## src/gyro_pmu_pkg.sv

```systemverilog
// Functional notes
// wake field: 01 pin one, 10 motion, 11 both
// sleep field: stillness, pin one idle, pin two
// wake beats sleep when both active
// pin conditions follow edge or level setting
// sleep target bit: suspend or fast start-up
// wake interrupt raised when enable bit set
// automatic transitions update gyro power state field
// gyro self-test bit four launches test
// accel amplitude bit: high one, low zero
// accel polarity bit: positive one, negative zero
// accel self-test field 01 enables all axes
// host waits 50 ms before reading results
// host sets accel config 0x2c first
// interface config loaded from nvm at boot
// watchdog enable bit acts in i2c mode
// watchdog period bit: 1 ms or 50 ms
// serial-only bit disables i2c in auto mode
// host writes zeros to reserved bits
// interface mode 00 is automatic detection
// watchdog resets stalled i2c slave, frees line
package gyro_pmu_pkg;

  ////////////////////////////////////////////////////////////////////////
  // register offsets
  localparam logic [7:0] addr_gyro_power_trigger = 8'h6c;
  localparam logic [7:0] addr_sensor_selftest_control = 8'h6d;
  localparam logic [7:0] addr_interface_nv_config = 8'h70;

  // reset values
  localparam logic [7:0] rst_gyro_power_trigger = 8'h00;
  localparam logic [7:0] rst_sensor_selftest_control = 8'h00;
  localparam logic [7:0] rst_interface_nv_config = 8'h00;

  // writable bits, reserved bits held at zero
  localparam logic [7:0] mask_gyro_power_trigger = 8'h7f;
  localparam logic [7:0] mask_sensor_selftest_control = 8'h1f;
  localparam logic [7:0] mask_interface_nv_config = 8'h07;

  ////////////////////////////////////////////////////////////////////////
  // field positions, power trigger register
  localparam int pos_wake_irq_en = 6;
  localparam int pos_sleep_target = 5;
  localparam int pos_wake_cond_hi = 4;
  localparam int pos_wake_cond_lo = 3;
  localparam int pos_sleep_cond_hi = 2;
  localparam int pos_sleep_cond_lo = 0;
  // wake field bits
  localparam int wake_bit_pin_one = 0;
  localparam int wake_bit_motion = 1;
  // sleep field bits
  localparam int sleep_bit_pin_two = 0;
  localparam int sleep_bit_pin_one_idle = 1;
  localparam int sleep_bit_still = 2;

  // self-test register
  localparam int pos_gyro_st_start = 4;
  localparam int pos_acc_st_amp = 3;
  localparam int pos_acc_st_sign = 2;
  localparam int pos_acc_st_en_hi = 1;
  localparam int pos_acc_st_en_lo = 0;
  localparam logic [1:0] acc_st_on = 2'h1;

  // interface config register
  localparam int pos_wdt_en = 2;
  localparam int pos_wdt_sel = 1;
  localparam int pos_serial_only = 0;
  localparam logic [1:0] if_mode_auto = 2'h0;
  localparam logic [1:0] if_mode_i2c_ois = 2'h1;

  ////////////////////////////////////////////////////////////////////////
  // gyro power state codes
  typedef enum logic [1:0] {
    gyro_suspend = 2'b00,
    gyro_normal = 2'b01,
    gyro_fast_startup = 2'b11
  } gyro_state_t;

  // watchdog timing
  localparam int clk_mhz = 100;
  localparam int wdt_short_ms = 1;
  localparam int wdt_long_ms = 50;
  localparam int wdt_short_cycles = wdt_short_ms * clk_mhz * 1000;
  localparam int wdt_long_cycles = wdt_long_ms * clk_mhz * 1000;
  localparam int wdt_width = 23;

endpackage

```

## src/gyro_power_selftest_iface_regs.sv

```systemverilog
`timescale 1ns/10ps
module gyro_power_selftest_iface_regs #(
  parameter int wdt_short_cycles = gyro_pmu_pkg::wdt_short_cycles,
  parameter int wdt_long_cycles = gyro_pmu_pkg::wdt_long_cycles
) (
  input wire logic core_clk,
  input wire logic rst_n,
  input wire logic [7:0] reg_addr,
  input wire logic [7:0] reg_wdata,
  input wire logic reg_wr,
  input wire logic reg_rd,
  output logic [7:0] reg_rdata,
  input wire logic nvm_load,
  input wire logic [7:0] nvm_data,
  input wire logic irq_pin_one,
  input wire logic irq_pin_two,
  input wire logic irq_edge_mode,
  input wire logic any_motion,
  input wire logic no_motion,
  output logic [1:0] gyro_power_state,
  output logic gyro_state_update,
  output logic wake_irq,
  output logic gyro_selftest_start,
  output logic acc_selftest_enable,
  output logic acc_selftest_amp_high,
  output logic acc_selftest_positive,
  input wire logic [1:0] if_mode,
  input wire logic i2c_selected,
  input wire logic i2c_busy,
  input wire logic i2c_activity,
  output logic i2c_disable,
  output logic i2c_wdt_reset
);

  ////////////////////////////////////////////////////////////////////////
  // state
  typedef struct packed {
    logic [7:0] gyro_power_trigger;
    logic [7:0] sensor_selftest_control;
    logic [7:0] interface_nv_config;
    logic [7:0] rdata;
    logic [2:0] pin_one_sync;
    logic [2:0] pin_two_sync;
    logic pin_one;
    logic pin_two;
    gyro_pmu_pkg::gyro_state_t gyro_state;
    logic update;
    logic wake_irq;
    logic gyro_st_start;
    logic [gyro_pmu_pkg::wdt_width-1:0] wdt_count;
    logic wdt_reset;
  } regs_t;

  regs_t r;
  regs_t next_r;

  // three-stage sync, change accepted once stages two and three agree
  function automatic logic sync_level(input logic [2:0] s, input logic prev);
    sync_level = (s[1] == s[2]) ? s[2] : prev;
  endfunction

  // condition seen by power logic: pulse on edge in edge mode, else level
  function automatic logic pin_cond(input logic now, input logic prev, input logic edge_mode,
                                    input logic want_high);
    logic lvl;
    logic lvl_prev;
    lvl = want_high ? now : ~now;
    lvl_prev = want_high ? prev : ~prev;
    pin_cond = edge_mode ? (lvl & ~lvl_prev) : lvl;
  endfunction

  logic pin_one_new;
  logic pin_two_new;
  logic [1:0] wake_field;
  logic [2:0] sleep_field;
  logic wake_hit;
  logic sleep_hit;
  logic pin_one_act;
  logic pin_one_idle;
  logic pin_two_act;
  logic wdt_active;
  logic [gyro_pmu_pkg::wdt_width-1:0] wdt_limit;

  ////////////////////////////////////////////////////////////////////////
  // next state
  always_comb begin
    next_r = r;
    next_r.update = 1'b0;
    next_r.wake_irq = 1'b0;
    next_r.gyro_st_start = 1'b0;
    next_r.wdt_reset = 1'b0;

    // pin synchronisers
    next_r.pin_one_sync = {r.pin_one_sync[1:0], irq_pin_one};
    next_r.pin_two_sync = {r.pin_two_sync[1:0], irq_pin_two};
    pin_one_new = sync_level(r.pin_one_sync, r.pin_one);
    pin_two_new = sync_level(r.pin_two_sync, r.pin_two);
    next_r.pin_one = pin_one_new;
    next_r.pin_two = pin_two_new;

    pin_one_act = pin_cond(pin_one_new, r.pin_one, irq_edge_mode, 1'b1);
    pin_one_idle = pin_cond(pin_one_new, r.pin_one, irq_edge_mode, 1'b0);
    pin_two_act = pin_cond(pin_two_new, r.pin_two, irq_edge_mode, 1'b1);

    // power transitions
    wake_field = r.gyro_power_trigger[gyro_pmu_pkg::pos_wake_cond_hi:gyro_pmu_pkg::pos_wake_cond_lo];
    sleep_field = r.gyro_power_trigger[gyro_pmu_pkg::pos_sleep_cond_hi:gyro_pmu_pkg::pos_sleep_cond_lo];
    wake_hit = (|wake_field) &
               (~wake_field[gyro_pmu_pkg::wake_bit_pin_one] | pin_one_act) &
               (~wake_field[gyro_pmu_pkg::wake_bit_motion] | any_motion);
    sleep_hit = (sleep_field[gyro_pmu_pkg::sleep_bit_still] & no_motion) |
                (sleep_field[gyro_pmu_pkg::sleep_bit_pin_one_idle] & pin_one_idle) |
                (sleep_field[gyro_pmu_pkg::sleep_bit_pin_two] & pin_two_act);
    if (wake_hit && r.gyro_state != gyro_pmu_pkg::gyro_normal) begin
      next_r.gyro_state = gyro_pmu_pkg::gyro_normal;
      next_r.update = 1'b1;
      next_r.wake_irq = r.gyro_power_trigger[gyro_pmu_pkg::pos_wake_irq_en];
    end else if (!wake_hit && sleep_hit && r.gyro_state == gyro_pmu_pkg::gyro_normal) begin
      next_r.gyro_state = r.gyro_power_trigger[gyro_pmu_pkg::pos_sleep_target] ?
                          gyro_pmu_pkg::gyro_suspend : gyro_pmu_pkg::gyro_fast_startup;
      next_r.update = 1'b1;
    end

    // watchdog on the data line
    wdt_active = r.interface_nv_config[gyro_pmu_pkg::pos_wdt_en] & i2c_selected & ~i2c_disable;
    wdt_limit = r.interface_nv_config[gyro_pmu_pkg::pos_wdt_sel] ?
                gyro_pmu_pkg::wdt_width'(wdt_long_cycles - 1) :
                gyro_pmu_pkg::wdt_width'(wdt_short_cycles - 1);
    if (!wdt_active || !i2c_busy || i2c_activity) begin
      next_r.wdt_count = '0;
    end else if (r.wdt_count >= wdt_limit) begin
      next_r.wdt_count = '0;
      next_r.wdt_reset = 1'b1;
    end else begin
      next_r.wdt_count = r.wdt_count + 1'b1;
    end

    // nvm load at boot
    if (nvm_load) begin
      next_r.interface_nv_config = nvm_data & gyro_pmu_pkg::mask_interface_nv_config;
    end

    // register writes
    if (reg_wr) begin
      case (reg_addr)
        gyro_pmu_pkg::addr_gyro_power_trigger: begin
          next_r.gyro_power_trigger = reg_wdata & gyro_pmu_pkg::mask_gyro_power_trigger;
        end
        gyro_pmu_pkg::addr_sensor_selftest_control: begin
          next_r.sensor_selftest_control = reg_wdata & gyro_pmu_pkg::mask_sensor_selftest_control;
          next_r.gyro_st_start = reg_wdata[gyro_pmu_pkg::pos_gyro_st_start];
        end
        gyro_pmu_pkg::addr_interface_nv_config: begin
          next_r.interface_nv_config = reg_wdata & gyro_pmu_pkg::mask_interface_nv_config;
        end
        default: begin
        end
      endcase
    end

    // register reads
    if (reg_rd) begin
      case (reg_addr)
        gyro_pmu_pkg::addr_gyro_power_trigger: begin
          next_r.rdata = r.gyro_power_trigger;
        end
        gyro_pmu_pkg::addr_sensor_selftest_control: begin
          next_r.rdata = r.sensor_selftest_control;
        end
        gyro_pmu_pkg::addr_interface_nv_config: begin
          next_r.rdata = r.interface_nv_config;
        end
        default: begin
          next_r.rdata = 8'h00;
        end
      endcase
    end
  end

  ////////////////////////////////////////////////////////////////////////
  // registers
  always_ff @(posedge core_clk) begin
    if (!rst_n) begin
      r <= '0;
      r.gyro_power_trigger <= gyro_pmu_pkg::rst_gyro_power_trigger;
      r.sensor_selftest_control <= gyro_pmu_pkg::rst_sensor_selftest_control;
      r.interface_nv_config <= gyro_pmu_pkg::rst_interface_nv_config;
      r.gyro_state <= gyro_pmu_pkg::gyro_normal;
    end else begin
      r <= next_r;
    end
  end

  ////////////////////////////////////////////////////////////////////////
  // outputs
  assign i2c_disable = (if_mode == gyro_pmu_pkg::if_mode_auto) &
                       r.interface_nv_config[gyro_pmu_pkg::pos_serial_only];
  assign reg_rdata = r.rdata;
  assign gyro_power_state = r.gyro_state;
  assign gyro_state_update = r.update;
  assign wake_irq = r.wake_irq;
  assign gyro_selftest_start = r.gyro_st_start;
  assign acc_selftest_enable = r.sensor_selftest_control[gyro_pmu_pkg::pos_acc_st_en_hi:
                               gyro_pmu_pkg::pos_acc_st_en_lo] == gyro_pmu_pkg::acc_st_on;
  assign acc_selftest_amp_high = r.sensor_selftest_control[gyro_pmu_pkg::pos_acc_st_amp];
  assign acc_selftest_positive = r.sensor_selftest_control[gyro_pmu_pkg::pos_acc_st_sign];
  assign i2c_wdt_reset = r.wdt_reset;

endmodule

```

## config.mk

```make
export PLATFORM = sky130hd
export DESIGN_NAME = gyro_power_selftest_iface_regs
export DESIGN_NICKNAME = d
export VERILOG_FILES = /design/src/gyro_pmu_pkg.sv /design/src/gyro_power_selftest_iface_regs.sv
export SDC_FILE = /design/constraint.sdc
export NUM_CORES = 1
export LEC_CHECK = 0
export ABC_AREA = 1
export BUFFER_PORTS_ARGS = -buffer_cell sky130_fd_sc_hd__buf_2
export CAP_MARGIN = 10
export CORE_MARGIN = 5
export CORE_UTILIZATION = 55
export DETAILED_ROUTE_END_ITERATION = 12
export PLACE_DENSITY_LB_ADDON = 0.12
export SLEW_MARGIN = 40
export SYNTH_ARGS = -nofsm -noshare
export SYNTH_HDL_FRONTEND = slang
export SYNTH_SLANG_ARGS = --single-unit
export TNS_END_PERCENT = 1
```

## constraint.sdc

```tcl
create_clock -name core_clk -period 2.1 [get_ports core_clk]
set_clock_uncertainty 0.2 [all_clocks]
set_input_delay 0.105 -clock core_clk [delete_from_list [all_inputs] [get_ports core_clk]]
set_output_delay 0.105 -clock core_clk [all_outputs]
set_load 0.03 [all_outputs]
```

==> impl_metrics.tcl <==
set metrics [dict create \
    syn_area_um2 3380 \
    clkSinkCount 65 \
    finalNetCount 605 \
    core_area_um2 5960 \
    status "finished clean" \
    ys_warn_count 0 \
    htreeDepth 3 \
    syn_inst 479 \
    crit_arrival_ns 2.04 \
    cts_root_buf "clkbuf_8" \
    relSlewSlack_pct 67.1 \
    chipWidth_um 88.4 \
    dpl.hpwl_um 6030 \
    cp-end-kind "flop" \
    max_freq_ghz 0.508 \
    ant_nets 0 \
    vias 3256 \
    die-area_um2 7820 \
    post-route-period-util_pct 93.7 \
    tritoncts "yes" \
    antenna_found_initial 0 \
    crit_type "flop to flop" \
    clk-insertion-delay-late_ns 0.34 \
    initial_core_util_pct 56.8 \
    dp_worst_setup_slack_ns 0.0265 \
    r2r_slack_ns 0.13 \
    die_height_um 88.4 \
    area_growth_syn_to_layout_pct 22.6 \
    clk_path_buf_depth 2 \
    avgSynthCellArea_um2 7.06 \
    power_density_nw_per_um2 614 \
    dpl_cell_area_um2 3720 \
    syn_nets 530 \
    r2r_start "r[46]" \
    hold_path.startpoint "i2c_selected" \
    gp_congestion 0.917 \
    drtPass1Iterations 5 \
    gr-total-overflow 0 \
    port_buffers 50 \
    worst_slack_ns 0.132 \
    worst_setup_path_start_kind "flop" \
    first_iter_violations 344 \
    grt_pass1_vias 2992 \
    yosysUniqueCellTypes 32 \
    fin_crit_ns 1.97 \
    ff2ff_path_depth 12 \
    grt_max_degree 23 \
    wl_um 8190 \
    rows 28 \
    grt_setup_unrepaired "true" \
    ios 57 \
    synth_ff_type "dfxtp_1" \
    grt_pass1_wl_um 13900 \
    drv_cap 0 \
    yosysSeqAreaShare_pct 38.5 \
    synth_seq_cells 65 \
    setup_violations 0 \
    fin_tns_setup_ns 0 \
    worstMarginPinSlew_ns 0.489 \
    ys_async_sr_fraction_pct 0 \
    fill_cells 510 \
    cts_buffers 9 \
    drv_slew 0 \
    stdcell_area_um2 4150 \
    holdCritPathClass "input port to flop" \
    hold_end "i2c_wdt_reset" \
    cp.required_ns 2.17 \
    hold_path_depth 4 \
    avgRoutedWirePerCell_um 12.9 \
    layout.area.seq_um2 1300 \
    fin_util_pct 69.6 \
    multi_input_area_um2 1730 \
    synth_edf_count 0 \
    ir_drop_mv 0.359 \
    finalHoldViolCount 0 \
    grt_util_all_layers_pct 22.8 \
    p_leak_nw 1.82 \
    drive_gt1_share_pct 20.6 \
    cp_max_fo 13 \
    cts_setup_buffers 0 \
    cts.clk_slew.worst_paths_ns 0.07 \
    drcViolationCount 0 \
    r2r_end "r[3]" \
    viasPerCell 5.13 \
]
-- report_power, final --
group          switching (mW)  internal [mW]  total (mW)
Clock                   0.485          0.663        1.15
Sequential            0.00506           1.24        1.25
Combinational          0.0819         0.0701       0.152
-- critical path: stages, from the launching register on --
cell and delay [ns]:
dfxtp_1 0.34, inv_2 0.10, ha_1 0.30, nand2_1 0.07, inv_1 0.04, nand2_1 0.08
nor2_1 0.05, nand3_1 0.11, nand3_2 0.07, nor2_2 0.17, nand3_4 0.12, buf_12 0.18
nor2_1 0.08
-- logic make-up (layout without fill, tap and decap cells) --
kind of cell / Yosys count / in the layout / synth area share [%]
flops: 65 / 65 / 38.5
fa+ha+maj: 12 / 12 / 4.44
other cells: 0 / 1 / 0
mux: 2 / 2 / 0.666
buf+inv: 85 / 165 / 11.0
compound gates: 42 / 42 / 6.81
simple gates: 257 / 257 / 34.4
xor+xnor: 16 / 16 / 4.14
-- cell type report --
| type | count | share of cell area [%] |
|---|---|---|
| Multi-Input combinational cell | 329 | 41.7 |
| Tap cell | 75 | 2.26 |
| Antenna cell | 1 | 0.0603 |
| Sequential cell | 65 | 31.4 |
| Timing Repair Buffer | 81 | 13.4 |
| Clock buffer | 10 | 3.08 |
| Clock inverter | 6 | 1.99 |
| Inverter | 68 | 6.16 |
-- repair_timing --
item | CTS | global route
resized for setup | 1 | 7
hold buffers | 19 | 0
pin swaps | 0 | 1
hold endpoints to repair | 31 | 0
setup endpoints to repair | 24 | 25
-- cells in the final DEF, fill, tap and decap left out, types with 2 or more instances in the layout --
cell           synthesis  layout
clkinv_2               0       3
xnor2_1                5       5
bufinv_16              0       2
inv_2                  1       2
nand2_1              122     122
nor3_1                11      11
nor2_4                 2       2
nand4_1                8       8
buf_12                 0       2
a21oi_1               25      25
a21boi_0               2       2
nor2_2                17      23
nor3_2                 2       2
nand3_2                2       3
buf_2                  1      50
xor2_1                11      11
o21ai_0               10      10
nand3_1               38      37
nand3b_1               3       3
inv_1                 67      66
clkbuf_8               0       9
dlygate4sd3_1          0      19
ha_1                  12      12
dfxtp_1               65      65
mux2_2                 2       2
buf_4                 10      10
nor2_1                49      43
-- per-stage QoR --
stage,instances,hold slack (ns),power [mW]
floorplan,479,0.00263,1.34
CTS,634,0.00292,2.56
global placement,599,0.0859,1.40
global route,634,0.0341,2.64
detailed placement,599,0.0944,1.40
finish,635,0.0130,2.55
-- synthesized netlist by cell type (3+ instances only) --
cell | n | area (um2)
a21oi_1 | 25 | 125
buf_4 | 10 | 75.1
clkbuf_1 | 4 | 15.0
dfxtp_1 | 65 | 1300
ha_1 | 12 | 150
inv_1 | 67 | 251
nand2_1 | 122 | 458
nand3_1 | 38 | 190
nand3b_1 | 3 | 22.5
nand4_1 | 8 | 50.1
nor2_1 | 49 | 184
nor2_2 | 17 | 106
nor3_1 | 11 | 55.1
o21ai_0 | 10 | 50.1
xnor2_1 | 5 | 43.8
xor2_1 | 11 | 96.3
-- flip-flops by register name, indices dropped and copies added, names as in the netlist --
signal and count:
r 45, acc_selftest_amp_high 1, gyro_state_update 1, gyro_selftest_start 1, i2c_wdt_reset 1, acc_selftest_positive 1
next_r 4, wake_irq 1, gyro_power_state 2, reg_rdata 8
-- layer usage --
layer	vias up	share of wire [%]	GRT usage, %
li1	1651	-	-
met1	1465	47	33.5
met2	126	43	33.5
met3	14	7.8	3.54
met4	0	1.8	8.93
met5	-	0	0
-- worst max-delay path by stage --
stage           from  slack (ns)  depth (start not counted)     to
3_5_place_dp   r[46]        0.03                         12  r[21]
2_1_floorplan  r[46]        0.11                         12   r[8]
4_1_cts        r[46]        0.04                         12  r[21]
5_1_grt        r[46]       -0.02                         12  r[17]
6_report       r[46]        0.13                         12   r[3]
3_3_place_gp   r[46]        0.07                         12  r[17]
(Power assumes the default switching activity.)
